## src/design/ccc_consts.svh

```systemverilog
// offsets, field positions, reset values and timing counts of the charge cycle controller
// assumes a 20 MHz sys_clk and a byte-addressed register bus, one word per register
//
// Operation
// Supply rises above lockout: defaults, then accesses
// Input out of range: input FET off at once
// Immunity timer must elapse before system start
// Force-off bit kills input FET; inhibit blocks charging
// Regulate system node above target, else fully on
// System target voltage from low nibble
// Below exit level apply pre-charge current field
// Pre-charge timeout stops cycle, flags fault
// Above exit level enter fast charge current
// Reaching full voltage switches to constant voltage
// Termination delay held below hysteresis gives done
// Termination threshold from low current nibble
// Termination enable and keep bit pick outcome
// New cycle on recycle, enable or recharge
// Start only without faults and inhibit
// Battery sag after done restarts charging itself
// Auto-recharge only with termination, keep bit clear
// Battery over-voltage suspends charging, flags fault
// Recharge trigger needs deglitch interval first
// Safety timer restarts on cycle or clears
// Timers count clock, clear when condition drops
// Charge phase readable as encoded status
`ifndef CCC_CONSTS_SVH
`define CCC_CONSTS_SVH

// register indexes, byte address is four times the index
`define CCC_IDX_CTRL 6'h01
`define CCC_IDX_CHG 6'h02
`define CCC_IDX_CUR 6'h03
`define CCC_IDX_VBAT 6'h04
`define CCC_IDX_TERM 6'h05
`define CCC_IDX_SYS 6'h07
`define CCC_IDX_STAT 6'h08

// field positions
`define CCC_INH_BIT 3
`define CCC_HIZ_BIT 4
`define CCC_KEEPCV_BIT 0
`define CCC_ENTERM_BIT 4

// reset values
`define CCC_RST_CTRL 8'h00
`define CCC_RST_CHG 8'h10
`define CCC_RST_CUR 8'h03
`define CCC_RST_VBAT 8'h80
`define CCC_RST_TERM 8'h10
`define CCC_RST_SYS 8'h08

// timing
`define CCC_CLK_PERIOD_NS 50
`define CCC_IMMUNITY_US 200
`define CCC_IMMUNITY_CYC ((`CCC_IMMUNITY_US * 1000 + `CCC_CLK_PERIOD_NS - 1) / `CCC_CLK_PERIOD_NS)
`define CCC_PRECHG_HR 1
`define CCC_PRECHG_CYC ((64'd3600000000000 * `CCC_PRECHG_HR) / `CCC_CLK_PERIOD_NS)
`define CCC_TERM_MS 3200
`define CCC_TERM_CYC ((64'd1000000 * `CCC_TERM_MS) / `CCC_CLK_PERIOD_NS)
`define CCC_RECH_MS 200
`define CCC_RECH_CYC ((64'd1000000 * `CCC_RECH_MS) / `CCC_CLK_PERIOD_NS)

`endif

```

## src/design/ccc_pkg.sv

```systemverilog
// types of the charge cycle controller
// assumes the constants header is included by the design files
package ccc_pkg;

  typedef enum logic [2:0] {
    CCC_ST_IDLE = 3'b000,
    CCC_ST_PRE = 3'b001,
    CCC_ST_FAST = 3'b010,
    CCC_ST_CV = 3'b011,
    CCC_ST_DONE = 3'b100
  } ccc_state_t;

  // comparator outputs from the analog side, all active high
  typedef struct packed {
    logic supply_ok;
    logic in_ovp;
    logic in_under_voltage_lockout;
    logic in_above_sys;
    logic batt_below_pre;
    logic batt_at_full;
    logic batt_over;
    logic batt_below_rech;
    logic ichg_below_term;
    logic ichg_below_hys;
    logic ntc_fault;
  } ccc_sense_t;

endpackage

```

## src/design/ccc_timer.sv

```systemverilog
// qualifying timer: counts while run is high, clears when it drops
// assumes run comes from logic on sys_clk
`timescale 1ns/10ps
module ccc_timer #(
  parameter int W = 12,
  parameter logic [W-1:0] LIMIT = '1
) (
  // clock and reset
  input wire logic sys_clk,
  input wire logic nrst,
  // condition and expiry
  input wire logic run,
  output logic done
);
  logic [W-1:0] cnt;
  wire logic [W-1:0] next_cnt = !run ? '0 : (cnt == LIMIT) ? cnt : cnt + 1'b1;

  always_ff @(posedge sys_clk or negedge nrst) begin
    if (!nrst) cnt <= '0;
    else cnt <= next_cnt;
  end

  assign done = run && (cnt == LIMIT);
endmodule

```

## src/design/ccc_top.sv

```systemverilog
// charge cycle controller: power path gating, charge phases, Avalon-MM registers
// assumes comparator inputs are asynchronous and a master that honours waitrequest
`timescale 1ns/10ps
`include "ccc_consts.svh"
module ccc_top import ccc_pkg::*; #(
  parameter logic [36:0] PRECHG_CYC = 37'(`CCC_PRECHG_CYC),
  parameter logic [25:0] TERM_CYC = 26'(`CCC_TERM_CYC),
  parameter logic [21:0] RECH_CYC = 22'(`CCC_RECH_CYC)
) (
  // clock and reset
  input wire logic sys_clk,
  input wire logic nrst,
  // register bus
  input wire logic [5:0] address,
  input wire logic read,
  input wire logic write,
  input wire logic [31:0] writedata,
  input wire logic [3:0] byteenable,
  output logic [31:0] readdata,
  output logic waitrequest,
  // analog comparators
  input wire ccc_sense_t sense_pin,
  // power stage
  output logic input_pass_fet_on,
  output logic battery_pass_fet_chg_on,
  output logic sys_regulate_mode,
  output logic [5:0] charge_current_code,
  output logic [3:0] term_current_code,
  output logic [3:0] system_target_voltage,
  output logic [5:0] battery_full_voltage,
  // status
  output logic [2:0] charge_phase,
  output logic timeout_fault,
  output logic over_voltage_guard_fault,
  output logic charge_done,
  output logic safety_timer_restart
);
  localparam logic [11:0] IMM_CYC = 12'(`CCC_IMMUNITY_CYC);

  function automatic logic hit(input logic [5:0] a, input logic [5:0] idx);
    return a == {idx[3:0], 2'b00};
  endfunction

  function automatic logic in_charge(input ccc_state_t st);
    return st == CCC_ST_PRE || st == CCC_ST_FAST || st == CCC_ST_CV;
  endfunction

  // comparator synchroniser
  ccc_sense_t sense_meta;
  ccc_sense_t s;

  always_ff @(posedge sys_clk or negedge nrst) begin
    if (!nrst) begin
      sense_meta <= '0;
      s <= '0;
    end else begin
      sense_meta <= sense_pin;
      s <= sense_meta;
    end
  end

  // registers
  logic [7:0] reg_ctrl;
  logic [7:0] reg_chg;
  logic [7:0] reg_cur;
  logic [7:0] reg_vbat;
  logic [7:0] reg_term;
  logic [7:0] reg_sys;
  ccc_state_t state;
  ccc_state_t next_state;

  wire logic sup_ok = s.supply_ok;
  wire logic wr = write && !waitrequest && byteenable[0];
  wire logic [7:0] wd = writedata[7:0];
  wire logic wr_ctrl = wr && hit(address, `CCC_IDX_CTRL);
  wire logic wr_chg = wr && hit(address, `CCC_IDX_CHG);
  wire logic wr_cur = wr && hit(address, `CCC_IDX_CUR);
  wire logic wr_vbat = wr && hit(address, `CCC_IDX_VBAT);
  wire logic wr_term = wr && hit(address, `CCC_IDX_TERM);
  wire logic wr_sys = wr && hit(address, `CCC_IDX_SYS);

  // below lockout every register sits at its default
  wire logic [7:0] next_ctrl = !sup_ok ? `CCC_RST_CTRL : wr_ctrl ? wd : reg_ctrl;
  wire logic [7:0] next_chg = !sup_ok ? `CCC_RST_CHG : wr_chg ? wd : reg_chg;
  wire logic [7:0] next_cur = !sup_ok ? `CCC_RST_CUR : wr_cur ? wd : reg_cur;
  wire logic [7:0] next_vbat = !sup_ok ? `CCC_RST_VBAT : wr_vbat ? wd : reg_vbat;
  wire logic [7:0] next_term = !sup_ok ? `CCC_RST_TERM : wr_term ? wd : reg_term;
  wire logic [7:0] next_sys = !sup_ok ? `CCC_RST_SYS : wr_sys ? wd : reg_sys;

  always_ff @(posedge sys_clk or negedge nrst) begin
    if (!nrst) begin
      reg_ctrl <= `CCC_RST_CTRL;
      reg_chg <= `CCC_RST_CHG;
      reg_cur <= `CCC_RST_CUR;
      reg_vbat <= `CCC_RST_VBAT;
      reg_term <= `CCC_RST_TERM;
      reg_sys <= `CCC_RST_SYS;
    end else begin
      reg_ctrl <= next_ctrl;
      reg_chg <= next_chg;
      reg_cur <= next_cur;
      reg_vbat <= next_vbat;
      reg_term <= next_term;
      reg_sys <= next_sys;
    end
  end

  // read path: status word shows the block's own state
  wire logic [7:0] stat = {1'b0, charge_done, input_pass_fet_on,
                           over_voltage_guard_fault, timeout_fault, charge_phase};
  wire logic [7:0] rd_byte =
    hit(address, `CCC_IDX_CTRL) ? reg_ctrl :
    hit(address, `CCC_IDX_CHG) ? reg_chg :
    hit(address, `CCC_IDX_CUR) ? reg_cur :
    hit(address, `CCC_IDX_VBAT) ? reg_vbat :
    hit(address, `CCC_IDX_TERM) ? reg_term :
    hit(address, `CCC_IDX_SYS) ? reg_sys :
    hit(address, `CCC_IDX_STAT) ? stat : 8'h00;
  // one wait cycle per access; held off entirely while below lockout
  wire logic next_waitrequest = waitrequest ? !((read || write) && sup_ok) : 1'b1;
  wire logic [31:0] next_readdata = (waitrequest && read) ? {24'h000000, rd_byte} : readdata;

  always_ff @(posedge sys_clk or negedge nrst) begin
    if (!nrst) begin
      waitrequest <= 1'b1;
      readdata <= 32'h00000000;
    end else begin
      waitrequest <= next_waitrequest;
      readdata <= next_readdata;
    end
  end

  // control fields
  wire logic hiz = reg_ctrl[`CCC_HIZ_BIT];
  wire logic inh = reg_ctrl[`CCC_INH_BIT];
  wire logic en_term = reg_term[`CCC_ENTERM_BIT];
  wire logic keep_cv = reg_term[`CCC_KEEPCV_BIT];
  wire logic in_ok = !s.in_ovp && !s.in_under_voltage_lockout;

  // timers
  logic imm_done;
  logic pre_done;
  logic term_done;
  logic rech_done;
  logic term_arm;
  logic in_good_q;

  ccc_timer #(.W(12), .LIMIT(IMM_CYC)) u_imm (
    .sys_clk(sys_clk),
    .nrst(nrst),
    .run(in_ok),
    .done(imm_done)
  );

  ccc_timer #(.W(37), .LIMIT(PRECHG_CYC)) u_pre (
    .sys_clk(sys_clk),
    .nrst(nrst),
    .run(state == CCC_ST_PRE),
    .done(pre_done)
  );

  ccc_timer #(.W(26), .LIMIT(TERM_CYC)) u_term (
    .sys_clk(sys_clk),
    .nrst(nrst),
    .run(term_arm && s.ichg_below_hys),
    .done(term_done)
  );

  ccc_timer #(.W(22), .LIMIT(RECH_CYC)) u_rech (
    .sys_clk(sys_clk),
    .nrst(nrst),
    .run(state == CCC_ST_DONE && s.batt_below_rech && in_ok),
    .done(rech_done)
  );

  // cycle start and restart events
  wire logic in_good = in_ok && imm_done;
  wire logic recycle = in_good && !in_good_q;
  wire logic inh_clr = wr_ctrl && inh && !wd[`CCC_INH_BIT];
  wire logic hiz_clr = wr_ctrl && hiz && !wd[`CCC_HIZ_BIT];
  wire logic restart_clr = recycle || inh_clr || hiz_clr;
  wire logic auto_ok = en_term && !keep_cv;
  wire logic rech_trig = state == CCC_ST_DONE && rech_done && auto_ok;
  wire logic trig = recycle || inh_clr || rech_trig;
  wire logic gate_ok = !s.ntc_fault && !s.batt_over && !next_ctrl[`CCC_INH_BIT]
                       && (!timeout_fault || restart_clr);
  wire logic start = trig && gate_ok && in_good;
  wire logic abort = !in_good || hiz || inh || s.ntc_fault || s.batt_over;
  wire ccc_state_t start_st = s.batt_below_pre ? CCC_ST_PRE : CCC_ST_FAST;
  wire logic next_term_arm = state == CCC_ST_CV && en_term
                             && (term_arm ? s.ichg_below_hys : s.ichg_below_term);
  wire logic next_timeout = (state == CCC_ST_PRE && pre_done) ? 1'b1 :
                            restart_clr ? 1'b0 : timeout_fault;

  always_comb begin
    next_state = state;
    unique case (state)
      CCC_ST_IDLE: begin
        if (start) next_state = start_st;
      end
      CCC_ST_PRE: begin
        if (abort || pre_done) next_state = CCC_ST_IDLE;
        else if (!s.batt_below_pre) next_state = CCC_ST_FAST;
      end
      CCC_ST_FAST: begin
        if (abort) next_state = CCC_ST_IDLE;
        else if (s.batt_at_full) next_state = CCC_ST_CV;
      end
      CCC_ST_CV: begin
        if (abort) next_state = CCC_ST_IDLE;
        else if (term_done && en_term && !keep_cv) next_state = CCC_ST_DONE;
      end
      CCC_ST_DONE: begin
        if (start) next_state = start_st;
      end
      default: next_state = CCC_ST_IDLE;
    endcase
  end

  always_ff @(posedge sys_clk or negedge nrst) begin
    if (!nrst) begin
      state <= CCC_ST_IDLE;
      term_arm <= 1'b0;
      in_good_q <= 1'b0;
      timeout_fault <= 1'b0;
    end else begin
      state <= next_state;
      term_arm <= next_term_arm;
      in_good_q <= in_good;
      timeout_fault <= next_timeout;
    end
  end

  // registered outputs
  wire logic [5:0] next_ccode = (state == CCC_ST_PRE) ? {2'h0, reg_cur[3:0]} : reg_chg[5:0];

  always_ff @(posedge sys_clk or negedge nrst) begin
    if (!nrst) begin
      input_pass_fet_on <= 1'b0;
      battery_pass_fet_chg_on <= 1'b0;
      sys_regulate_mode <= 1'b0;
      charge_current_code <= 6'h00;
      term_current_code <= 4'h0;
      system_target_voltage <= 4'h0;
      battery_full_voltage <= 6'h00;
      charge_phase <= 3'h0;
      over_voltage_guard_fault <= 1'b0;
      charge_done <= 1'b0;
      safety_timer_restart <= 1'b0;
    end else begin
      input_pass_fet_on <= in_good && !hiz;
      battery_pass_fet_chg_on <= in_charge(next_state) && !inh;
      sys_regulate_mode <= s.in_above_sys;
      charge_current_code <= next_ccode;
      term_current_code <= reg_cur[3:0];
      system_target_voltage <= reg_sys[3:0];
      battery_full_voltage <= reg_vbat[7:2];
      charge_phase <= next_state;
      over_voltage_guard_fault <= s.batt_over;
      charge_done <= next_state == CCC_ST_DONE;
      safety_timer_restart <= restart_clr || start;
    end
  end

  // checks
  property p_r1_defaults;
    @(posedge sys_clk) disable iff (!nrst)
      !sup_ok |=> waitrequest && reg_ctrl == `CCC_RST_CTRL && reg_term == `CCC_RST_TERM;
  endproperty
  a_r1_defaults: assert property (p_r1_defaults) else $error("regs not default");

  property p_r2_off;
    @(posedge sys_clk) disable iff (!nrst)
      !in_ok |=> !input_pass_fet_on;
  endproperty
  a_r2_off: assert property (p_r2_off) else $error("input fet on out of range");

  property p_r3_imm;
    @(posedge sys_clk) disable iff (!nrst)
      $rose(input_pass_fet_on) |-> $past(imm_done) && $past(in_ok, 2);
  endproperty
  a_r3_imm: assert property (p_r3_imm) else $error("input fet before immunity");

  property p_r4_force;
    @(posedge sys_clk) disable iff (!nrst)
      (hiz || inh) |=> !($past(hiz) && input_pass_fet_on)
                       && !($past(inh) && battery_pass_fet_chg_on);
  endproperty
  a_r4_force: assert property (p_r4_force) else $error("forced fet still on");

  property p_r7_pre;
    @(posedge sys_clk) disable iff (!nrst)
      state == CCC_ST_PRE |=> charge_current_code == {2'h0, $past(reg_cur[3:0])};
  endproperty
  a_r7_pre: assert property (p_r7_pre) else $error("wrong pre-charge current");

  property p_r8_tmo;
    @(posedge sys_clk) disable iff (!nrst)
      state == CCC_ST_PRE && pre_done |=> state == CCC_ST_IDLE && timeout_fault ##1 !charge_done;
  endproperty
  a_r8_tmo: assert property (p_r8_tmo) else $error("pre-charge timeout missed");

  property p_r13_keep;
    @(posedge sys_clk) disable iff (!nrst)
      state == CCC_ST_CV && (keep_cv || !en_term) |=> state != CCC_ST_DONE;
  endproperty
  a_r13_keep: assert property (p_r13_keep) else $error("terminated while keep");

  property p_r17_rech;
    @(posedge sys_clk) disable iff (!nrst)
      state == CCC_ST_DONE && !auto_ok && !recycle && !inh_clr |=> state == CCC_ST_DONE;
  endproperty
  a_r17_rech: assert property (p_r17_rech) else $error("recharge not allowed");

  property p_r18_ovp;
    @(posedge sys_clk) disable iff (!nrst)
      in_charge(state) && s.batt_over |=> state == CCC_ST_IDLE ##1 !battery_pass_fet_chg_on;
  endproperty
  a_r18_ovp: assert property (p_r18_ovp) else $error("charging during over-voltage");

  property p_r20_restart;
    @(posedge sys_clk) disable iff (!nrst)
      state == CCC_ST_IDLE && next_state != CCC_ST_IDLE |=> safety_timer_restart;
  endproperty
  a_r20_restart: assert property (p_r20_restart) else $error("no safety restart");

  property p_r6_sys;
    @(posedge sys_clk) disable iff (!nrst)
      system_target_voltage != reg_sys[3:0] |=> system_target_voltage == $past(reg_sys[3:0]);
  endproperty
  a_r6_sys: assert property (p_r6_sys) else $error("system target not following");

  property p_r11_delay;
    @(posedge sys_clk) disable iff (!nrst)
      state == CCC_ST_CV && !term_done |=> state != CCC_ST_DONE;
  endproperty
  a_r11_delay: assert property (p_r11_delay) else $error("done before delay");

  property p_r12_term;
    @(posedge sys_clk) disable iff (!nrst)
      term_current_code != reg_cur[3:0] |=> term_current_code == $past(reg_cur[3:0]);
  endproperty
  a_r12_term: assert property (p_r12_term) else $error("term current not following");

  property p_r15_gate;
    @(posedge sys_clk) disable iff (!nrst)
      !in_charge(state) && (s.ntc_fault || s.batt_over) |=> !in_charge(state);
  endproperty
  a_r15_gate: assert property (p_r15_gate) else $error("cycle started under fault");
endmodule

```

## config.mk

```make
export PLATFORM = sky130hd
export DESIGN_NAME = ccc_top
export DESIGN_NICKNAME = d
export VERILOG_FILES = /design/src/design/ccc_pkg.sv /design/src/design/ccc_timer.sv /design/src/design/ccc_top.sv
export VERILOG_INCLUDE_DIRS = /design/src /design/src/design
export SDC_FILE = /design/constraint.sdc
export NUM_CORES = 1
export LEC_CHECK = 0
export BUFFER_PORTS_ARGS = -buffer_cell sky130_fd_sc_hd__buf_2
export CORE_MARGIN = 5
export CORE_UTILIZATION = 40
export DETAILED_ROUTE_END_ITERATION = 10
export PLACE_DENSITY = 0.62
export SYNTH_ARGS = -nofsm -noshare
export SYNTH_HDL_FRONTEND = slang
export SYNTH_SLANG_ARGS = --single-unit
```

## constraint.sdc

```tcl
create_clock -name sys_clk -period 1.8 [get_ports sys_clk]
set_input_delay 0.36 -clock sys_clk [delete_from_list [all_inputs] [get_ports sys_clk]]
set_output_delay 0.36 -clock sys_clk [all_outputs]
set_load 0.05 [all_outputs]
```

== After elaboration in Yosys (flattened, before gate mapping) ==
Index checks and enable logic that the tools add are counted.

* Register bits: 208
* Logic and storage cells: 193
* Bits of input ports: 57

* Reduce and logical (&&, ||, !) cells: 70
* Add/subtract/negate cells: 4
* Mux-type cells: 41
* Eq/ne operators: 29

{| class="wikitable"
|+ Operators with widths
! operator !! count
|-
| $mux W8 || 18
|-
| $mux W37 || 2
|-
| $mux W26 || 2
|-
| $mux W22 || 2
|-
| $logic_and A1 B1 Y1 || 39
|-
| $add A37 B1 Y37 const B || 1
|-
| $eq A37 B37 Y1 const B || 1
|-
| $add A26 B1 Y26 const B || 1
|-
| $eq A26 B26 Y1 const B || 1
|-
| $mux W12 || 2
|-
| $add A22 B1 Y22 const B || 1
|-
| $eq A22 B22 Y1 const B || 1
|-
| $mux W3 || 7
|-
| $eq A6 B5 Y1 const B || 3
|-
| $logic_not A1 Y1 || 15
|-
| $logic_or A1 B1 Y1 || 13
|-
| $add A12 B1 Y12 const B || 1
|-
| $eq A12 B12 Y1 const B || 1
|-
| $eq A3 B2 Y1 const B || 4
|-
| $eq A6 B4 Y1 const B || 2
|-
| $ne A2 B1 Y1 const B || 6
|-
| $pmux W3 S4 || 1
|-
| $ne A2 B2 Y1 const B || 4
|-
| $mux W7 || 1
|-
| other kinds (10) || 15
|}

== Longest topological paths before layout ==
* Depth in word-level cells: 18
* Gate-level depth with buffers: 8

== Modules after synthesis ==
From an unflattened synthesis, not the netlist that was laid out.

* Cells, all modules: 987
* Area total of the unflattened synthesis: 10139.7 um^2

{| class="wikitable"
|+ Modules (own cells, without submodules)
! module !! cells an instance !! area an instance (um^2) !! instances
|-
| ccc_top || 416 || 4813.4 || 1
|-
| ccc_timer (u_pre) || 222 || 2083.2 || 1
|-
| ccc_timer (u_term) || 153 || 1428.9 || 1
|-
| ccc_timer (u_rech) || 129 || 1176.1 || 1
|-
| ccc_timer (u_imm) || 67 || 638.1 || 1
|}

== Worst setup path after synthesis ==
OpenSTA, ideal clock, no wires.

* Path kind: register -> register
* From: reg, netlist name charge_phase[2]
* To: reg battery_pass_fet_chg_on
* Data required time: 1.718 ns
* Path slack: -0.148 ns
* Path buffers: 0
* Stages on the path, launching flop included: 6
* Library setup time: 0.082 ns
* Clock period less this slack: 1.948 ns
* Arrival: 1.867 ns
* Cells stage by stage: dfrtp_1 -> nand2b_1 -> or4b_2 -> nor2_1 -> nand2b_1 -> a31oi_1

{| class="wikitable"
|+ RTL lines
! element !! line !! RTL
|-
| end signal, assigned || ccc_top.sv:252 || <nowiki>battery_pass_fet_chg_on <= in_charge(next_state) && !inh;</nowiki>
|-
| end, declared || ccc_top.sv:25 || <nowiki>output logic battery_pass_fet_chg_on,</nowiki>
|}

== Final worst setup path ==
* From: reg u_term.cnt[13]
* To: reg battery_pass_fet_chg_on

* Cells in the longest elaborated chain, start to end: 11
* Elaborated cells on any way between the ends: 13
* Classes of those cells: eq/ne (4); mux (3); reduce/logical (6)

{| class="wikitable"
|+ RTL lines
! element !! line !! RTL
|-
| start, declared || ccc_timer.sv:15 || <nowiki>logic [W-1:0] cnt;</nowiki>
|-
| start signal, assigned || ccc_timer.sv:20 || <nowiki>else cnt <= next_cnt;</nowiki>
|-
| $eq A26 B26 Y1 (*) || ccc_timer.sv:23 || <nowiki>assign done = run && (cnt == LIMIT);</nowiki>
|-
| $logic_and A1 B1 Y1 (*) || ccc_timer.sv:23 ||
|-
| $logic_and A1 B1 Y1 (*) (2 in a row) || ccc_top.sv:211 || <nowiki>else if (term_done && en_term && !keep_cv) next_state = CCC_ST_DONE;</nowiki>
|-
| $mux W3 (*) || ccc_top.sv:211 ||
|-
| $mux W3 (*) || ccc_top.sv:210 || <nowiki>if (abort) next_state = CCC_ST_IDLE;</nowiki>
|-
| $pmux W3 S4 (*) || ccc_top.sv:197 || <nowiki>unique case (state)</nowiki>
|-
| $eq A3 B1 Y1 or $eq A3 B2 Y1 (tied branches) || ccc_top.sv:45 || <nowiki>return st == CCC_ST_PRE || st == CCC_ST_FAST || st == CCC_ST_CV;</nowiki>
|-
| $logic_or A1 B1 Y1 || ccc_top.sv:45 ||
|-
| $logic_or A1 B1 Y1 (*) || ccc_top.sv:45 ||
|-
| $logic_and A1 B1 Y1 (*) || ccc_top.sv:252 ||
|}

Every way passes the cells marked *; elsewhere a longest branch is shown, timed or not.
A chain may end at the register's enable or synchronous reset.

==> impl_results.md <==
* Area share of the largest cell type after synthesis at 52.3%
* GR peak layer: met2
* First-pass GRT wire length at 38.6 mm
* Fin crit share at 115%
* Pin count of the biggest net entering global routing at 48
* # nets final at 1,260
* Rows at 56
* Initial DRC Count at 519
* Via count at 7,665
* DR WL/cell at 15.3 um
* CP required at 2.20 ns
* Crit path kind: reg2reg
* Commonest non-fill, non-tap cell in the layout: dfrtp_1
* Total GRT Usage at 17.3%
* H-tree Lvls at 1
* Die footprint at 0.0272 sq mm
* Met2 Usage GRT at 27.7%
* Dominant cells by area after synthesis: dfrtp_1 52%, xor2_1 4.6%, nor2_1 4.6%, nand2_1 4.2%, nand3_1 3.3%
* Delay-heaviest family, CP: simple AND/OR/NAND/NOR gates
* Placer congestion estimate at 0.835
* First-pass iteration count of the detailed router at 6
* Die height at 165 um
* Yosys warnings at 0
* Asr flop ratio synth at 100%
* Die X-Extent at 165 um
* Ports at 120
* CP bufs+invs at 0
* Worst path cell trace: nor4bb_2, nand4_1, or4_4, nor4_4, nand2b_4, a31oi_1
* Number of flops mapped to enable cells by yosys at 0
* Pleak at 5.76 nW
* CP Launch Type: flip-flop
* Synthesized area at 0.00961 sq mm
* Max Cap Violations at 0
* Vias in the first global route at 7,692
* Gr ovfl total at 0
* Share of cells above drive strength 1 at 30.3%
* RSZ-0062 raised after global routing: yes
* Initial Util at 40.8%
* Clock Latency Late Sink at 0.52 ns
* Final Setup Violations at 9
* Fin cells at 1,532
* DRC Markers at 0
* Core Util, Final at 55.0%
* Critical Path AT at roughly 2.5 ns
* Synth Register Bits at 208
* Post-synth top area cell: dfrtp_1
* Total power per unit cell area at 813 mW/mm^2
* Ant diodes at 0
* Violated checks: setup timing
* Max Clk Rate at around 480 MHz
* Worst slack, placed at -0.330 ns
* Crit path largest cell delay at 0.60 ns
* CTS sink count at 208
* Clk buf depth at 3
* Core region area at 0.0235 sq mm
* Yosys cell types at 64
* Post-detail-place hpwl at 16.8 mm
* Outcome: finished, violations left
* Post-synthesis sequential area ratio at a little over half
* Top_reg_cell synth: dfrtp_1
* GRT met1 Usage at 24.7%
* Min Tclk post-route at 2.08 ns
* Clock-pin slew on the worst setup and hold paths at 0.06 ns
* Via-per-instance ratio at 5.00
* Crit path max fanout at 3
* Worst-path cell with the longest stage delay: or4_4
* Met3 usage at 3.22%
* Worst setup margin at -0.275 ns
* Tot Pwr at 0.0105 W
* Final Skew at 0.0238 ns
* Worst VDD drop at 0.000649 V
* Final WL at 23.5 mm
* Pins Over Slew Limit at 0
* # fillers at 2,098
* Remaining antenna violation count at 0
* Layout area overhead at 34.7%
* Hold WC Path Type: in2reg
* CTS root buf: clkbuf_16
* Syn avg cell area at 10.3 sq um
* Port Buf Inserts at 68
* Most frequent cells in the layout: 199 x dfrtp_1, 176 x buf_4, 113 x nor2_1
* CP Capture Type: flip-flop
* TritonCTS clock tree: built
* Cells after Synth at 929
* Final hold violations at 0
* Number of buffers created by CTS at 24
* Initial antenna violation count at 0
* Placed insts at 1,468
cells in the mapped netlist (7+ instances only):
library cell	number
or3_1	12
a211o_1	7
a222oi_1	8
nor3_1	12
ha_1	8
a21oi_1	22
nand4_1	19
nor2_1	117
nand2_1	107
nand2b_1	8
o21ai_0	12
inv_1	16
mux2i_1	20
a21boi_0	28
xnor2_1	27
dfstp_2	7
nor2b_1	16
dfrtp_1	201
xor2_1	51
a22oi_1	10
and4_1	10
nor4_1	15
and3_1	17
buf_4	26
nand3_1	64
clkbuf_1	22
routing by layer:
| layer | part of all wire (%) | up-vias |
|---|---|---|
| li1 | - | 3734 |
| met1 | 46 | 3739 |
| met2 | 47 | 157 |
| met3 | 4.9 | 35 |
| met4 | 1.9 | 0 |
| met5 | 0 | - |
cell type report:
class	count	area [sq um]	area share, %
clock buffers	34	678	5.24
inverters	16	60.1	0.464
clock inverters	10	189	1.46
repair buffers	268	1990	15.4
flip-flops and latches	208	5220	40.3
well taps	319	399	3.08
multi-input cells	677	4410	34.1
flip-flops by register name, indices dropped and copies added, names as in the netlist, 10 cells and up:
register and count:
u_pre.cnt 37, u_term.cnt 26, u_rech.cnt 22, u_imm.cnt 12
sense_meta 11, s 10
tightest hold or removal path: stages:
cell and delay [ns]:
buf_2 0.09, buf_4 0.10, o211ai_1 0.09
report_power, final:
group	internal (W)	switching (W)	leakage (nW)	total, W
clock network	0.00334	0.00191	0.421	0.00525
logic	0.000152	0.000376	2.55	0.000527
registers	0.00472	0.0000214	2.79	0.00474
metrics by stage:
step	hold slack [ns]	TNS (ns)	area, sq um
2_1_floorplan	0.0644	-0.396	9710
3_3_place_gp	0.306	-6.86	11600
3_5_place_dp	0.306	-8.77	11600
4_1_cts	0.106	-1.64	12700
5_1_grt	0.132	-2.66	12900
6_report	0.133	-1.47	12900
timing repair:
item,CTS,global route
endpoints found under the hold margin,50,0
setup endpoints to repair,15,34
hold buffers,13,0
gates resized for setup,18,46
buffers inserted,3,5
pin swaps,11,17
path summary, 6_finish.rpt:
| check | start | end | slack (ns) | depth (start not counted) |
|---|---|---|---|---|
| min in group asynchronous | nrst | u_term.cnt[15] | 0.36 | 2 |
| max in group asynchronous | nrst | reg_sys[3] | 0.81 | 3 |
| worst max-delay path | u_term.cnt[13] | battery_pass_fet_chg_on | -0.28 | 6 |
| worst max register to register | u_term.cnt[13] | battery_pass_fet_chg_on | -0.28 | 6 |
| worst min-delay path | write | waitrequest | 0.13 | 3 |
| worst min register to register | sense_meta[5] | s[5] | 0.35 | 0 |
cell families (layout without fill, tap and decap cells):
| kind of cell | after synthesis | after routing | share of synthesized area [%] |
|---|---|---|---|
| AOI/OAI and AO/OA | 107 | 107 | 7.99 |
| xor gates and xnor gates | 78 | 78 | 7.11 |
| adders and majority gates | 8 | 8 | 1.04 |
| buffers and inverters | 67 | 328 | 3.67 |
| DFF | 208 | 208 | 54.3 |
| muxes | 21 | 21 | 2.20 |
| other | 1 | 24 | 0.0390 |
| and+or+nand+nor | 439 | 439 | 23.7 |
No activity file was read; power rests on OpenSTA's default activity.
